==> config.mk <==
export PLATFORM = sky130hd
export DESIGN_NAME = tpu_top
export DESIGN_NICKNAME = d
export VERILOG_FILES = /design/src/design/tpu_pkg.sv /design/src/design/tpu_top.sv
export VERILOG_INCLUDE_DIRS = /design/src /design/src/design
export SDC_FILE = /design/constraint.sdc
export NUM_CORES = 1
export LEC_CHECK = 0
export ABC_AREA = 0
export ABC_CLOCK_PERIOD_IN_PS = 6350
export CAP_MARGIN = 20
export CORE_MARGIN = 2
export CORE_UTILIZATION = 56
export DETAILED_ROUTE_END_ITERATION = 8
export DONT_BUFFER_PORTS = 1
export PLACE_DENSITY = 0.79
export RECOVER_POWER = 100
export SKIP_LAST_GASP = 1
export SLEW_MARGIN = 20
export SYNTH_ARGS = -nofsm -noshare
export SYNTH_HDL_FRONTEND = slang
export SYNTH_SLANG_ARGS = --single-unit
==> constraint.sdc <==
create_clock -name clock_i -period 6.35 [get_ports clock_i]
set_input_delay 1.27 -clock clock_i [delete_from_list [all_inputs] [get_ports clock_i]]
set_output_delay 1.27 -clock clock_i [all_outputs]
set_load 0.005 [all_outputs]
==> src/design/tpu_cfg.svh <==
// Offsets, field positions, reset values and timing counts of the timer based PWM unit
`ifndef TPU_CFG_SVH
`define TPU_CFG_SVH

// Word indices on the Avalon-MM bus; the byte address is four times the index
`define TPU_IDX_COUNT 4'h0
`define TPU_IDX_LIMIT 4'h1
`define TPU_IDX_TCTRL 4'h2
`define TPU_IDX_U1_UPPER 4'h3
`define TPU_IDX_U1_SHADOW 4'h4
`define TPU_IDX_U1_CTRL 4'h5
`define TPU_IDX_U2_UPPER 4'h6
`define TPU_IDX_U2_SHADOW 4'h7
`define TPU_IDX_U2_CTRL 4'h8
`define TPU_IDX_STEER 4'h9
`define TPU_IDX_FLAGS 4'ha
`define TPU_IDX_DIR 4'hb

// Field positions of the timer control register
`define TPU_TC_PS_LSB 0
`define TPU_TC_RUN 2
`define TPU_TC_POST_LSB 3

// Field positions of a unit control register
`define TPU_UC_DLOW_LSB 4
`define TPU_UC_MODE_PWM 4'hc

// Reset values
`define TPU_RST_COUNT 8'h00
`define TPU_RST_LIMIT 8'hff
`define TPU_RST_TCTRL 7'h00
`define TPU_RST_BYTE 8'h00
`define TPU_RST_STEER 4'h1
`define TPU_RST_DIR 5'h1f

// Timing counts: oscillator clocks per tick, last divider value, last prescale counter values in ticks
`define TPU_OSC_PER_TICK 4
`define TPU_Q_LAST 2'h3
`define TPU_PS4_LAST 2'h3
`define TPU_PS16_LAST 4'hf

`endif

==> src/design/tpu_pkg.sv <==
// Types of the timer based PWM unit
package tpu_pkg;
	// Prescale selection decoded from the two select bits
	typedef enum logic [1:0] {
		TPU_PS_1,
		TPU_PS_4,
		TPU_PS_16
	} tpu_ps_t;

	typedef logic [9:0] tpu_duty_t;
	typedef logic [7:0] tpu_byte_t;

	// Decode of the prescale select field: 00 = 1, 01 = 4, 1x = 16
	function automatic tpu_ps_t tpu_ps_decode(input logic [1:0] sel);
		tpu_ps_t ps;
		ps = TPU_PS_16;
		if (sel == 2'h0) begin
			ps = TPU_PS_1;
		end else if (sel == 2'h1) begin
			ps = TPU_PS_4;
		end
		return ps;
	endfunction
endpackage

==> src/design/tpu_top.sv <==
// Timer based PWM unit: shared period timer, two pulse-width units, Avalon-MM register slave
//
// Function
// [RL1] Period is (limit+1) x 4 x prescale clocks
// [RL2] Timer clears on increment after limit match
// [RL3] Pin set each period unless duty zero
// [RL4] Match copies duty into shadow and latch
// [RL5] Postscaler never affects PWM period
// [RL6] Duty is upper byte plus two low bits
// [RL7] Duty writes apply only at period end
// [RL8] Shadow register read-only in pulse-width mode
// [RL9] Shadow plus 2-bit latch double buffer duty
// [RL10] Time base: timer plus divider/prescaler bits
// [RL11] Time base equals duty clears the pin
// [RL12] High time is duty x prescaled clocks
// [RL13] Resolution grows with period limit value
// [RL14] Duty beyond period: no falling edge
// [RL15] Sleep freezes all state and pin levels
// [RL16] Primary idle keeps primary clock running
// [RL17] Reset restores registers, pins to input
// [RL18] Software set-up order ends enabling pin
// [RL19] Prescale 1, 4, 16 with run bit
// [RL20] Steering bits route unit 1 outputs
// [RL21] Direction bit cleared before pin drives
// [RL22] Zero unit control releases the pin
// [RL23] Clear, set and load on one edge
// [RL24] Match sets the timer match flag
//
// The implementer's own choices: the placing of the registers and the Avalon-MM interface to the registers.
`timescale 1ns/1ns
`include "tpu_cfg.svh"

module tpu_top
	import tpu_pkg::*;
(
	// Clock, reset and clock enable (low = sleep)
	input wire logic clock_i,
	input wire logic nrst_i,
	input wire logic ce_i,
	// Avalon-MM slave
	input wire logic [3:0] avs_address_i,
	input wire logic avs_read_i,
	input wire logic avs_write_i,
	input wire logic [31:0] avs_writedata_i,
	input wire logic [3:0] avs_byteenable_i,
	output logic [31:0] avs_readdata_o,
	output logic avs_waitrequest_o,
	// Unit 1 steered outputs a to d
	output logic [3:0] u1_pin_o,
	output logic [3:0] u1_pin_oe_o,
	// Unit 2 output pin
	output logic u2_pin_o,
	output logic u2_pin_oe_o,
	// Timer match flag
	output logic match_flag_o
);
	// Register state
	tpu_byte_t count_r;
	tpu_byte_t limit_r;
	logic [6:0] tctrl_r;
	tpu_byte_t upper_r [2];
	tpu_byte_t shadow_r [2];
	logic [1:0] latch_r [2];
	tpu_byte_t uctrl_r [2];
	logic [3:0] steer_r;
	logic [4:0] dir_r;
	logic flag_r;
	logic [1:0] q_r;
	logic [3:0] pre_r;
	logic [1:0] pwm_r;
	logic waitreq_r;
	logic [31:0] rdata_r;
	logic [3:0] u1_pin_r;
	logic [3:0] u1_oe_r;
	logic u2_pin_r;
	logic u2_oe_r;

	// Decoded strobes and timing terms
	logic acc_go;
	logic wr_go;
	logic [7:0] wbyte;
	tpu_ps_t ps;
	logic run;
	logic tick;
	logic inc;
	logic match;
	logic [1:0] tb_low;
	logic tb_step;
	tpu_duty_t timebase;
	tpu_duty_t tb_next;
	tpu_duty_t duty_act [2];
	logic [1:0] pwm_mode;
	logic [1:0] ctrl_on;
	logic [1:0] cmp_hit;

	// An access completes on the second cycle, when waitrequest is low
	assign acc_go = ce_i && (avs_read_i || avs_write_i) && !waitreq_r;
	assign wr_go = acc_go && avs_write_i && avs_byteenable_i[0];
	assign wbyte = avs_writedata_i[7:0];

	// Prescaler; the postscale field is stored but feeds nothing here
	assign ps = tpu_ps_decode(tctrl_r[`TPU_TC_PS_LSB +: 2]); // RL19 RL5
	assign run = tctrl_r[`TPU_TC_RUN]; // RL19
	assign tick = run && (q_r == `TPU_Q_LAST);
	always_comb begin
		inc = tick;
		tb_low = q_r; // RL10
		tb_step = run;
		case (ps)
			TPU_PS_1: begin
				inc = tick;
				tb_low = q_r;
				tb_step = run;
			end
			TPU_PS_4: begin
				inc = tick && (pre_r[1:0] == `TPU_PS4_LAST);
				tb_low = pre_r[1:0];
				tb_step = tick;
			end
			TPU_PS_16: begin
				inc = tick && (pre_r == `TPU_PS16_LAST);
				tb_low = pre_r[3:2];
				tb_step = tick && (pre_r[1:0] == `TPU_PS4_LAST);
			end
			default: begin
				inc = 1'b0;
				tb_low = 2'h0;
				tb_step = 1'b0;
			end
		endcase
	end
	assign match = inc && (count_r == limit_r); // RL2 RL1
	assign timebase = {count_r, tb_low}; // RL10 RL13
	// The pin falls on the edge where the time base steps onto the duty, so high time is exactly duty time-base steps
	assign tb_next = timebase + 10'h001; // RL12

	// Per-unit decode of mode, active duty and compare
	always_comb begin
		for (int u = 0; u < 2; u++) begin
			pwm_mode[u] = (uctrl_r[u][3:2] == `TPU_UC_MODE_PWM >> 2);
			ctrl_on[u] = (uctrl_r[u] != 8'h00);
			duty_act[u] = {shadow_r[u], latch_r[u]}; // RL9
			cmp_hit[u] = tb_step && (tb_next == duty_act[u]); // RL11 RL14
		end
	end

	// Oscillator divider and prescale counter, cleared by a count write
	always_ff @(posedge clock_i or negedge nrst_i) begin
		if (!nrst_i) begin
			q_r <= 2'h0;
			pre_r <= 4'h0;
		end else if (ce_i) begin // RL15 RL16
			if (wr_go && avs_address_i == `TPU_IDX_COUNT) begin
				q_r <= 2'h0;
				pre_r <= 4'h0;
			end else if (run) begin
				q_r <= q_r + 2'h1;
				if (tick) begin
					pre_r <= pre_r + 4'h1;
				end
			end
		end
	end

	// Period timer, limit and timer control
	always_ff @(posedge clock_i or negedge nrst_i) begin
		if (!nrst_i) begin
			count_r <= `TPU_RST_COUNT; // RL17
			limit_r <= `TPU_RST_LIMIT;
			tctrl_r <= `TPU_RST_TCTRL;
		end else if (ce_i) begin
			if (wr_go && avs_address_i == `TPU_IDX_COUNT) begin
				count_r <= wbyte;
			end else if (match) begin
				count_r <= 8'h00; // RL2 RL23
			end else if (inc) begin
				count_r <= count_r + 8'h01;
			end
			if (wr_go && avs_address_i == `TPU_IDX_LIMIT) begin
				limit_r <= wbyte;
			end
			if (wr_go && avs_address_i == `TPU_IDX_TCTRL) begin
				tctrl_r <= wbyte[6:0];
			end
		end
	end

	// Duty registers, shadow load at the period match and unit control
	always_ff @(posedge clock_i or negedge nrst_i) begin
		if (!nrst_i) begin
			for (int u = 0; u < 2; u++) begin
				upper_r[u] <= `TPU_RST_BYTE;
				shadow_r[u] <= `TPU_RST_BYTE;
				latch_r[u] <= 2'h0;
				uctrl_r[u] <= `TPU_RST_BYTE;
			end
		end else if (ce_i) begin
			for (int u = 0; u < 2; u++) begin
				// Upper byte and low bits may be written at any time
				if (wr_go && avs_address_i == `TPU_IDX_U1_UPPER + 4'(3 * u)) begin
					upper_r[u] <= wbyte; // RL6 RL7
				end
				if (wr_go && avs_address_i == `TPU_IDX_U1_CTRL + 4'(3 * u)) begin
					uctrl_r[u] <= (u == 1) ? {2'h0, wbyte[5:0]} : wbyte;
				end
				if (pwm_mode[u] && match) begin
					shadow_r[u] <= upper_r[u]; // RL4 RL7 RL23
					latch_r[u] <= uctrl_r[u][`TPU_UC_DLOW_LSB +: 2]; // RL6 RL9
				end else if (!pwm_mode[u] && wr_go && avs_address_i == `TPU_IDX_U1_SHADOW + 4'(3 * u)) begin
					shadow_r[u] <= wbyte; // RL8
				end
			end
		end
	end

	// Waveform: set at the period match, cleared when the time base meets the duty
	always_ff @(posedge clock_i or negedge nrst_i) begin
		if (!nrst_i) begin
			pwm_r <= 2'h0;
		end else if (ce_i) begin
			for (int u = 0; u < 2; u++) begin
				if (!pwm_mode[u]) begin
					pwm_r[u] <= 1'b0;
				end else if (match) begin
					// The new duty is the one being latched on this same edge
					pwm_r[u] <= ({upper_r[u], uctrl_r[u][`TPU_UC_DLOW_LSB +: 2]} != 10'h000); // RL3 RL23
				end else if (cmp_hit[u]) begin
					pwm_r[u] <= 1'b0; // RL11 RL12 RL14
				end
			end
		end
	end

	// Steering, pin direction and the match flag (set wins over clear)
	always_ff @(posedge clock_i or negedge nrst_i) begin
		if (!nrst_i) begin
			steer_r <= `TPU_RST_STEER;
			dir_r <= `TPU_RST_DIR; // RL17
			flag_r <= 1'b0;
		end else if (ce_i) begin
			if (wr_go && avs_address_i == `TPU_IDX_STEER) begin
				steer_r <= wbyte[3:0]; // RL20
			end
			if (wr_go && avs_address_i == `TPU_IDX_DIR) begin
				dir_r <= wbyte[4:0]; // RL21
			end
			if (match) begin
				flag_r <= 1'b1; // RL24
			end else if (wr_go && avs_address_i == `TPU_IDX_FLAGS && wbyte[0]) begin
				flag_r <= 1'b0;
			end
		end
	end

	// Registered pin drivers: enables set only when the unit control is nonzero, the unit owns the pin and the direction is output
	always_ff @(posedge clock_i or negedge nrst_i) begin
		if (!nrst_i) begin
			u1_pin_r <= 4'h0;
			u1_oe_r <= 4'h0; // RL17
			u2_pin_r <= 1'b0;
			u2_oe_r <= 1'b0;
		end else if (ce_i) begin
			u1_pin_r <= {4{pwm_r[0]}} & steer_r; // RL20
			u1_oe_r <= {4{ctrl_on[0]}} & steer_r & ~dir_r[3:0]; // RL20 RL21 RL22
			u2_pin_r <= pwm_r[1];
			u2_oe_r <= ctrl_on[1] && !dir_r[4]; // RL21 RL22
		end
	end

	// Bus handshake: waitrequest drops for one cycle, read data captured just before
	always_ff @(posedge clock_i or negedge nrst_i) begin
		if (!nrst_i) begin
			waitreq_r <= 1'b1;
			rdata_r <= 32'h0000_0000;
		end else if (ce_i) begin
			waitreq_r <= !((avs_read_i || avs_write_i) && waitreq_r);
			if (avs_read_i && waitreq_r) begin
				case (avs_address_i)
					`TPU_IDX_COUNT: rdata_r <= {24'h0, count_r};
					`TPU_IDX_LIMIT: rdata_r <= {24'h0, limit_r};
					`TPU_IDX_TCTRL: rdata_r <= {25'h0, tctrl_r};
					`TPU_IDX_U1_UPPER: rdata_r <= {24'h0, upper_r[0]};
					`TPU_IDX_U1_SHADOW: rdata_r <= {24'h0, shadow_r[0]};
					`TPU_IDX_U1_CTRL: rdata_r <= {24'h0, uctrl_r[0]};
					`TPU_IDX_U2_UPPER: rdata_r <= {24'h0, upper_r[1]};
					`TPU_IDX_U2_SHADOW: rdata_r <= {24'h0, shadow_r[1]};
					`TPU_IDX_U2_CTRL: rdata_r <= {24'h0, uctrl_r[1]};
					`TPU_IDX_STEER: rdata_r <= {28'h0, steer_r};
					`TPU_IDX_FLAGS: rdata_r <= {31'h0, flag_r};
					`TPU_IDX_DIR: rdata_r <= {27'h0, dir_r};
					default: rdata_r <= 32'h0000_0000; // Unmapped reads as zero
				endcase
			end
		end
	end

	// Outputs straight from flip-flops
	assign avs_readdata_o = rdata_r;
	assign avs_waitrequest_o = waitreq_r;
	assign u1_pin_o = u1_pin_r;
	assign u1_pin_oe_o = u1_oe_r;
	assign u2_pin_o = u2_pin_r;
	assign u2_pin_oe_o = u2_oe_r;
	assign match_flag_o = flag_r;
endmodule

==> impl_results.md <==
- # placed instances: around 740
- Clock Sink Count: 110
- Seq/Total Area, Yosys: 0.4193
- Antenna Violating Nets Remaining: 0
- Inserted Clock Buffers: 9
- Endpoint type of the worst setup path: flop
- Detailed placement HPWL: around 13000 um
- I/O pin cnt: 89
- Number of design-rule violations left by the first detailed-router iteration: 506
- WL per Instance: about 24 um
- GRT Residual Overflow: 0
- Class of the most critical setup path: flop to flop
- Pre-CTS setup slack: ~2.7 ns
- Power Density: around 250 nW/um^2
- Total number of yosys warnings: 0
- First-pass detailed-route iteration total: 5
- # diodes: 0
- Origin of the critical flop-to-flop path: tctrl_r[0]$_DFFE_PN0P_
- Total of hold buffers inserted after clock tree synthesis: 0
- Initial antenna violation count: 0
- Standby leakage power: slightly below 0.003 uW
- Total negative slack for setup checks: 0 ns
- Average footprint of a synthesized cell: 10.36 um^2
- Die X-Extent: between 100 and 150 um
- Final count of pins violating max slew: 0
- Footprint of the multi-input gates: around 3500 um^2
- Instance count of the mapped netlist: 638
- Power consumption: around 1700 uW
- Die Height: between 100 and 150 um
- Number of port buffers: 0
- Die footprint: 12690 um^2
- Maximum number of buffers from clock root to sink: 2
- Max-cap violation count: 0
- Fmax achieved: around 0.26 GHz
- Post-synthesis cell area: around 6600 um^2
- Number of levels the H-tree was split into: 3
- Filler cell count: just under 1k
- TritonCTS clock tree: yes
- Worst reg2reg path depth: 10
- Clock transition at the registers of the reported paths: roughly 0.07 ns
- End of the worst register-to-register path: pwm_r[1]$_DFFE_PN0P_
- Global-route wire length before repair: ~28000 um
- Worst-case setup margin in the final layout: roughly 2.5 ns
- Worst min-delay path category: flop to flop
- Number of library cell types mapped by synthesis: 70
- Endpoints failing setup: 0
- Most common cell after layout, fill and taps aside: dfrtp_1
- Number of global-route vias before repair: between 4k and 5k
- Slew HR: 0.1527
- Overall fraction of global-route tracks in use: 0.2917
- Worst Setup EP: pwm_r[1]$_DFFE_PN0P_
- RePlAce Congestion: 0.9943
- Crit path max fanout: 7
- Proportion of synthesized flip-flops having asynchronous set or reset: 1.000
- Area of the core: ~11000 um^2
- Effective utilization at floorplan: 0.5764
- Count of vias placed by the detailed router: 5032
- Fin crit share: 0.6104
- Top flip-flop cell by instance count after synthesis: dfrtp_1
- Top post-synthesis cells by area: dfrtp_1 (36%), mux2_2 (13%), dfstp_2 (6.0%), mux2_1 (3.2%), buf_4 (3.1%)
- DRC errors left: 0
- Count of endpoints failing hold in the final timing report: 0
- Area overhead of the layout relative to synthesis: 3.369%
- Final wirelength: about 18000 um
- Hold slack final: around 0.5 ns
- Vias per cell: approximately 6.6
- Top-area cell type share of the netlist area: 0.3596
- CP required: 6.59 ns
- Result of the run: complete, no violations
- Commonest cells after routing, fill and taps aside: dfrtp_1 (95), mux2_2 (76), nand2_1 (41)
- Clock tree skew after final layout: 0.008194 ns
- Sequential cell area: roughly 2800 um^2
- Count of flip-flops with a built-in enable after synthesis: 0
- Post-cts gate resize count: 0
- Setup bufs post-CTS: 0
- Maximum number of pins on one net before global-route repair: between 100 and 150
- Critical Path AT: between 4 and 5 ns
- Largest vdd supply drop: about 230 uV
- Tightest Pin Transition: 1.258 ns
- Cell row count: 39
- Total number of nets in the final design: between 600 and 700
- Post-synthesis sequential element count: between 100 and 150
- Post-synth top area cell: dfrtp_1
- RSZ-0062 raised after global routing: false
- Critical path startpoint category: flop
- Final Instance Count excl. Fillers: 757
- Clk root buf: clkbuf_16
- Reg-to-reg slack, setup: approximately 2.5 ns
- Clock insertion delay at the later pin of the skew report: 0.36 ns
- CP startpoint: tctrl_r[0]$_DFFE_PN0P_
- Fraction of final layout cells sized beyond drive strength 1: 0.1889
- Min Tclk post-route: ~3.9 ns
## synthesized netlist by cell type, drive strengths merged (2+ instances only)
| cell type | instances |
|---|---|
| a211oi | 3 |
| a21oi | 17 |
| a221o | 2 |
| a221oi | 3 |
| a22o | 7 |
| a22oi | 8 |
| a31oi | 12 |
| a32o | 3 |
| a32oi | 2 |
| and2 | 6 |
| and3 | 10 |
| buf | 46 |
| clkbuf | 17 |
| dfrtp | 95 |
| dfstp | 15 |
| ha | 4 |
| inv | 16 |
| mux2 | 96 |
| mux2i | 18 |
| nand2 | 41 |
| nand2b | 10 |
| nand3 | 22 |
| nand3b | 4 |
| nand4 | 4 |
| nor2 | 31 |
| nor2b | 6 |
| nor3 | 6 |
| nor3b | 6 |
| nor4 | 15 |
| o2111a | 2 |
| o211ai | 3 |
| o21a | 2 |
| o21ai | 37 |
| o22ai | 7 |
| o2bb2ai | 5 |
| o311ai | 3 |
| o31ai | 3 |
| o32ai | 2 |
| or2 | 2 |
| or3 | 3 |
| xnor2 | 12 |
| xor2 | 18 |
## sequential cells by signal, summed over array words and instances (netlist names)
name and cells:
duty_act 20, upper_r 16, uctrl_r 14, avs_readdata_o 8, count_r 8, limit_r 8
tctrl_r 7, dir_r 5, pre_r 4, steer_r 4, u1_pin_o 4, u1_pin_oe_o 4
pwm_r 2, q_r 2, avs_waitrequest_o 1, match_flag_o 1, u2_pin_o 1, u2_pin_oe_o 1
## worst max-delay path: stages (launching register included)
cell and delay, ns:
dfrtp_1 0.45, mux2_2 0.38, o21ai_0 0.65, inv_1 0.35
ha_1 0.42, nand4_4 0.17, nor2_1 0.05, or3_1 0.36
a2111o_1 0.48, a2111oi_4 0.36, o21ai_2 0.08
## layer usage
layer,vias to the layer above,routed length [um],global-route usage
met4,0,571,0.1041
met5,-,0,0
met3,40,1490,0.06156
met2,257,8260,0.4495
met1,2504,7877,0.4096
li1,2231,-,-
## logic make-up (layout without fill, tap and decap cells)
family / count (synthesis) / in the layout / share of synthesized area
compound gates: 130 / 130 / 0.1410
other cells: 1 / 24 / 0.0005673
buf+inv: 79 / 32 / 0.06265
fa+ha+maj: 4 / 4 / 0.007572
flops: 110 / 110 / 0.4193
xor+xnor: 30 / 30 / 0.03975
simple gates: 169 / 169 / 0.1350
mux: 115 / 115 / 0.1942
## how the worst min path moves through the flow
stage | from | to | slack, ns | cells after the start
final | avs_readdata_o[2]$_DFFE_PN0P_ | avs_readdata_o[2]$_DFFE_PN0P_ | 0.51 | 2
after global routing | tctrl_r[3]$_DFFE_PN0P_ | tctrl_r[3]$_DFFE_PN0P_ | 0.54 | 1
after CTS | tctrl_r[5]$_DFFE_PN0P_ | tctrl_r[5]$_DFFE_PN0P_ | 0.52 | 1
after detailed placement | tctrl_r[5]$_DFFE_PN0P_ | tctrl_r[5]$_DFFE_PN0P_ | 0.50 | 1
after global placement | tctrl_r[5]$_DFFE_PN0P_ | tctrl_r[5]$_DFFE_PN0P_ | 0.49 | 1
after floorplan | avs_readdata_o[0]$_DFFE_PN0P_ | avs_readdata_o[0]$_DFFE_PN0P_ | 0.47 | 2
## power breakdown
part | switching [uW] | internal [uW] | leakage (uW)
clock network | 267 | 348 | 0.000157
registers | 74.6 | 761 | 0.00143
logic | 133 | 117 | 0.00138
total | 475 | 1230 | 0.00298
## stage by stage
| stage | util | area (um^2) |
|---|---|---|
| 2_1_floorplan | - | 6696 |
| 3_3_place_gp | 0.5687 | 6521 |
| 3_5_place_dp | 0.5687 | 6521 |
| 4_1_cts | 0.5968 | 6844 |
| 5_1_grt | 0.5959 | 6833 |
| 6_report | 0.5959 | 6833 |
## final cells by class
| cell class | count | area share |
|---|---|---|
| clock buffer | 9 | 0.03296 |
| clock inverter | 7 | 0.01428 |
| inverter | 16 | 0.008790 |
| multi-input combinational | 472 | 0.5122 |
| sequential | 110 | 0.4056 |
| tap | 143 | 0.02619 |
Note: power is estimated with default switching activity, not from simulation.
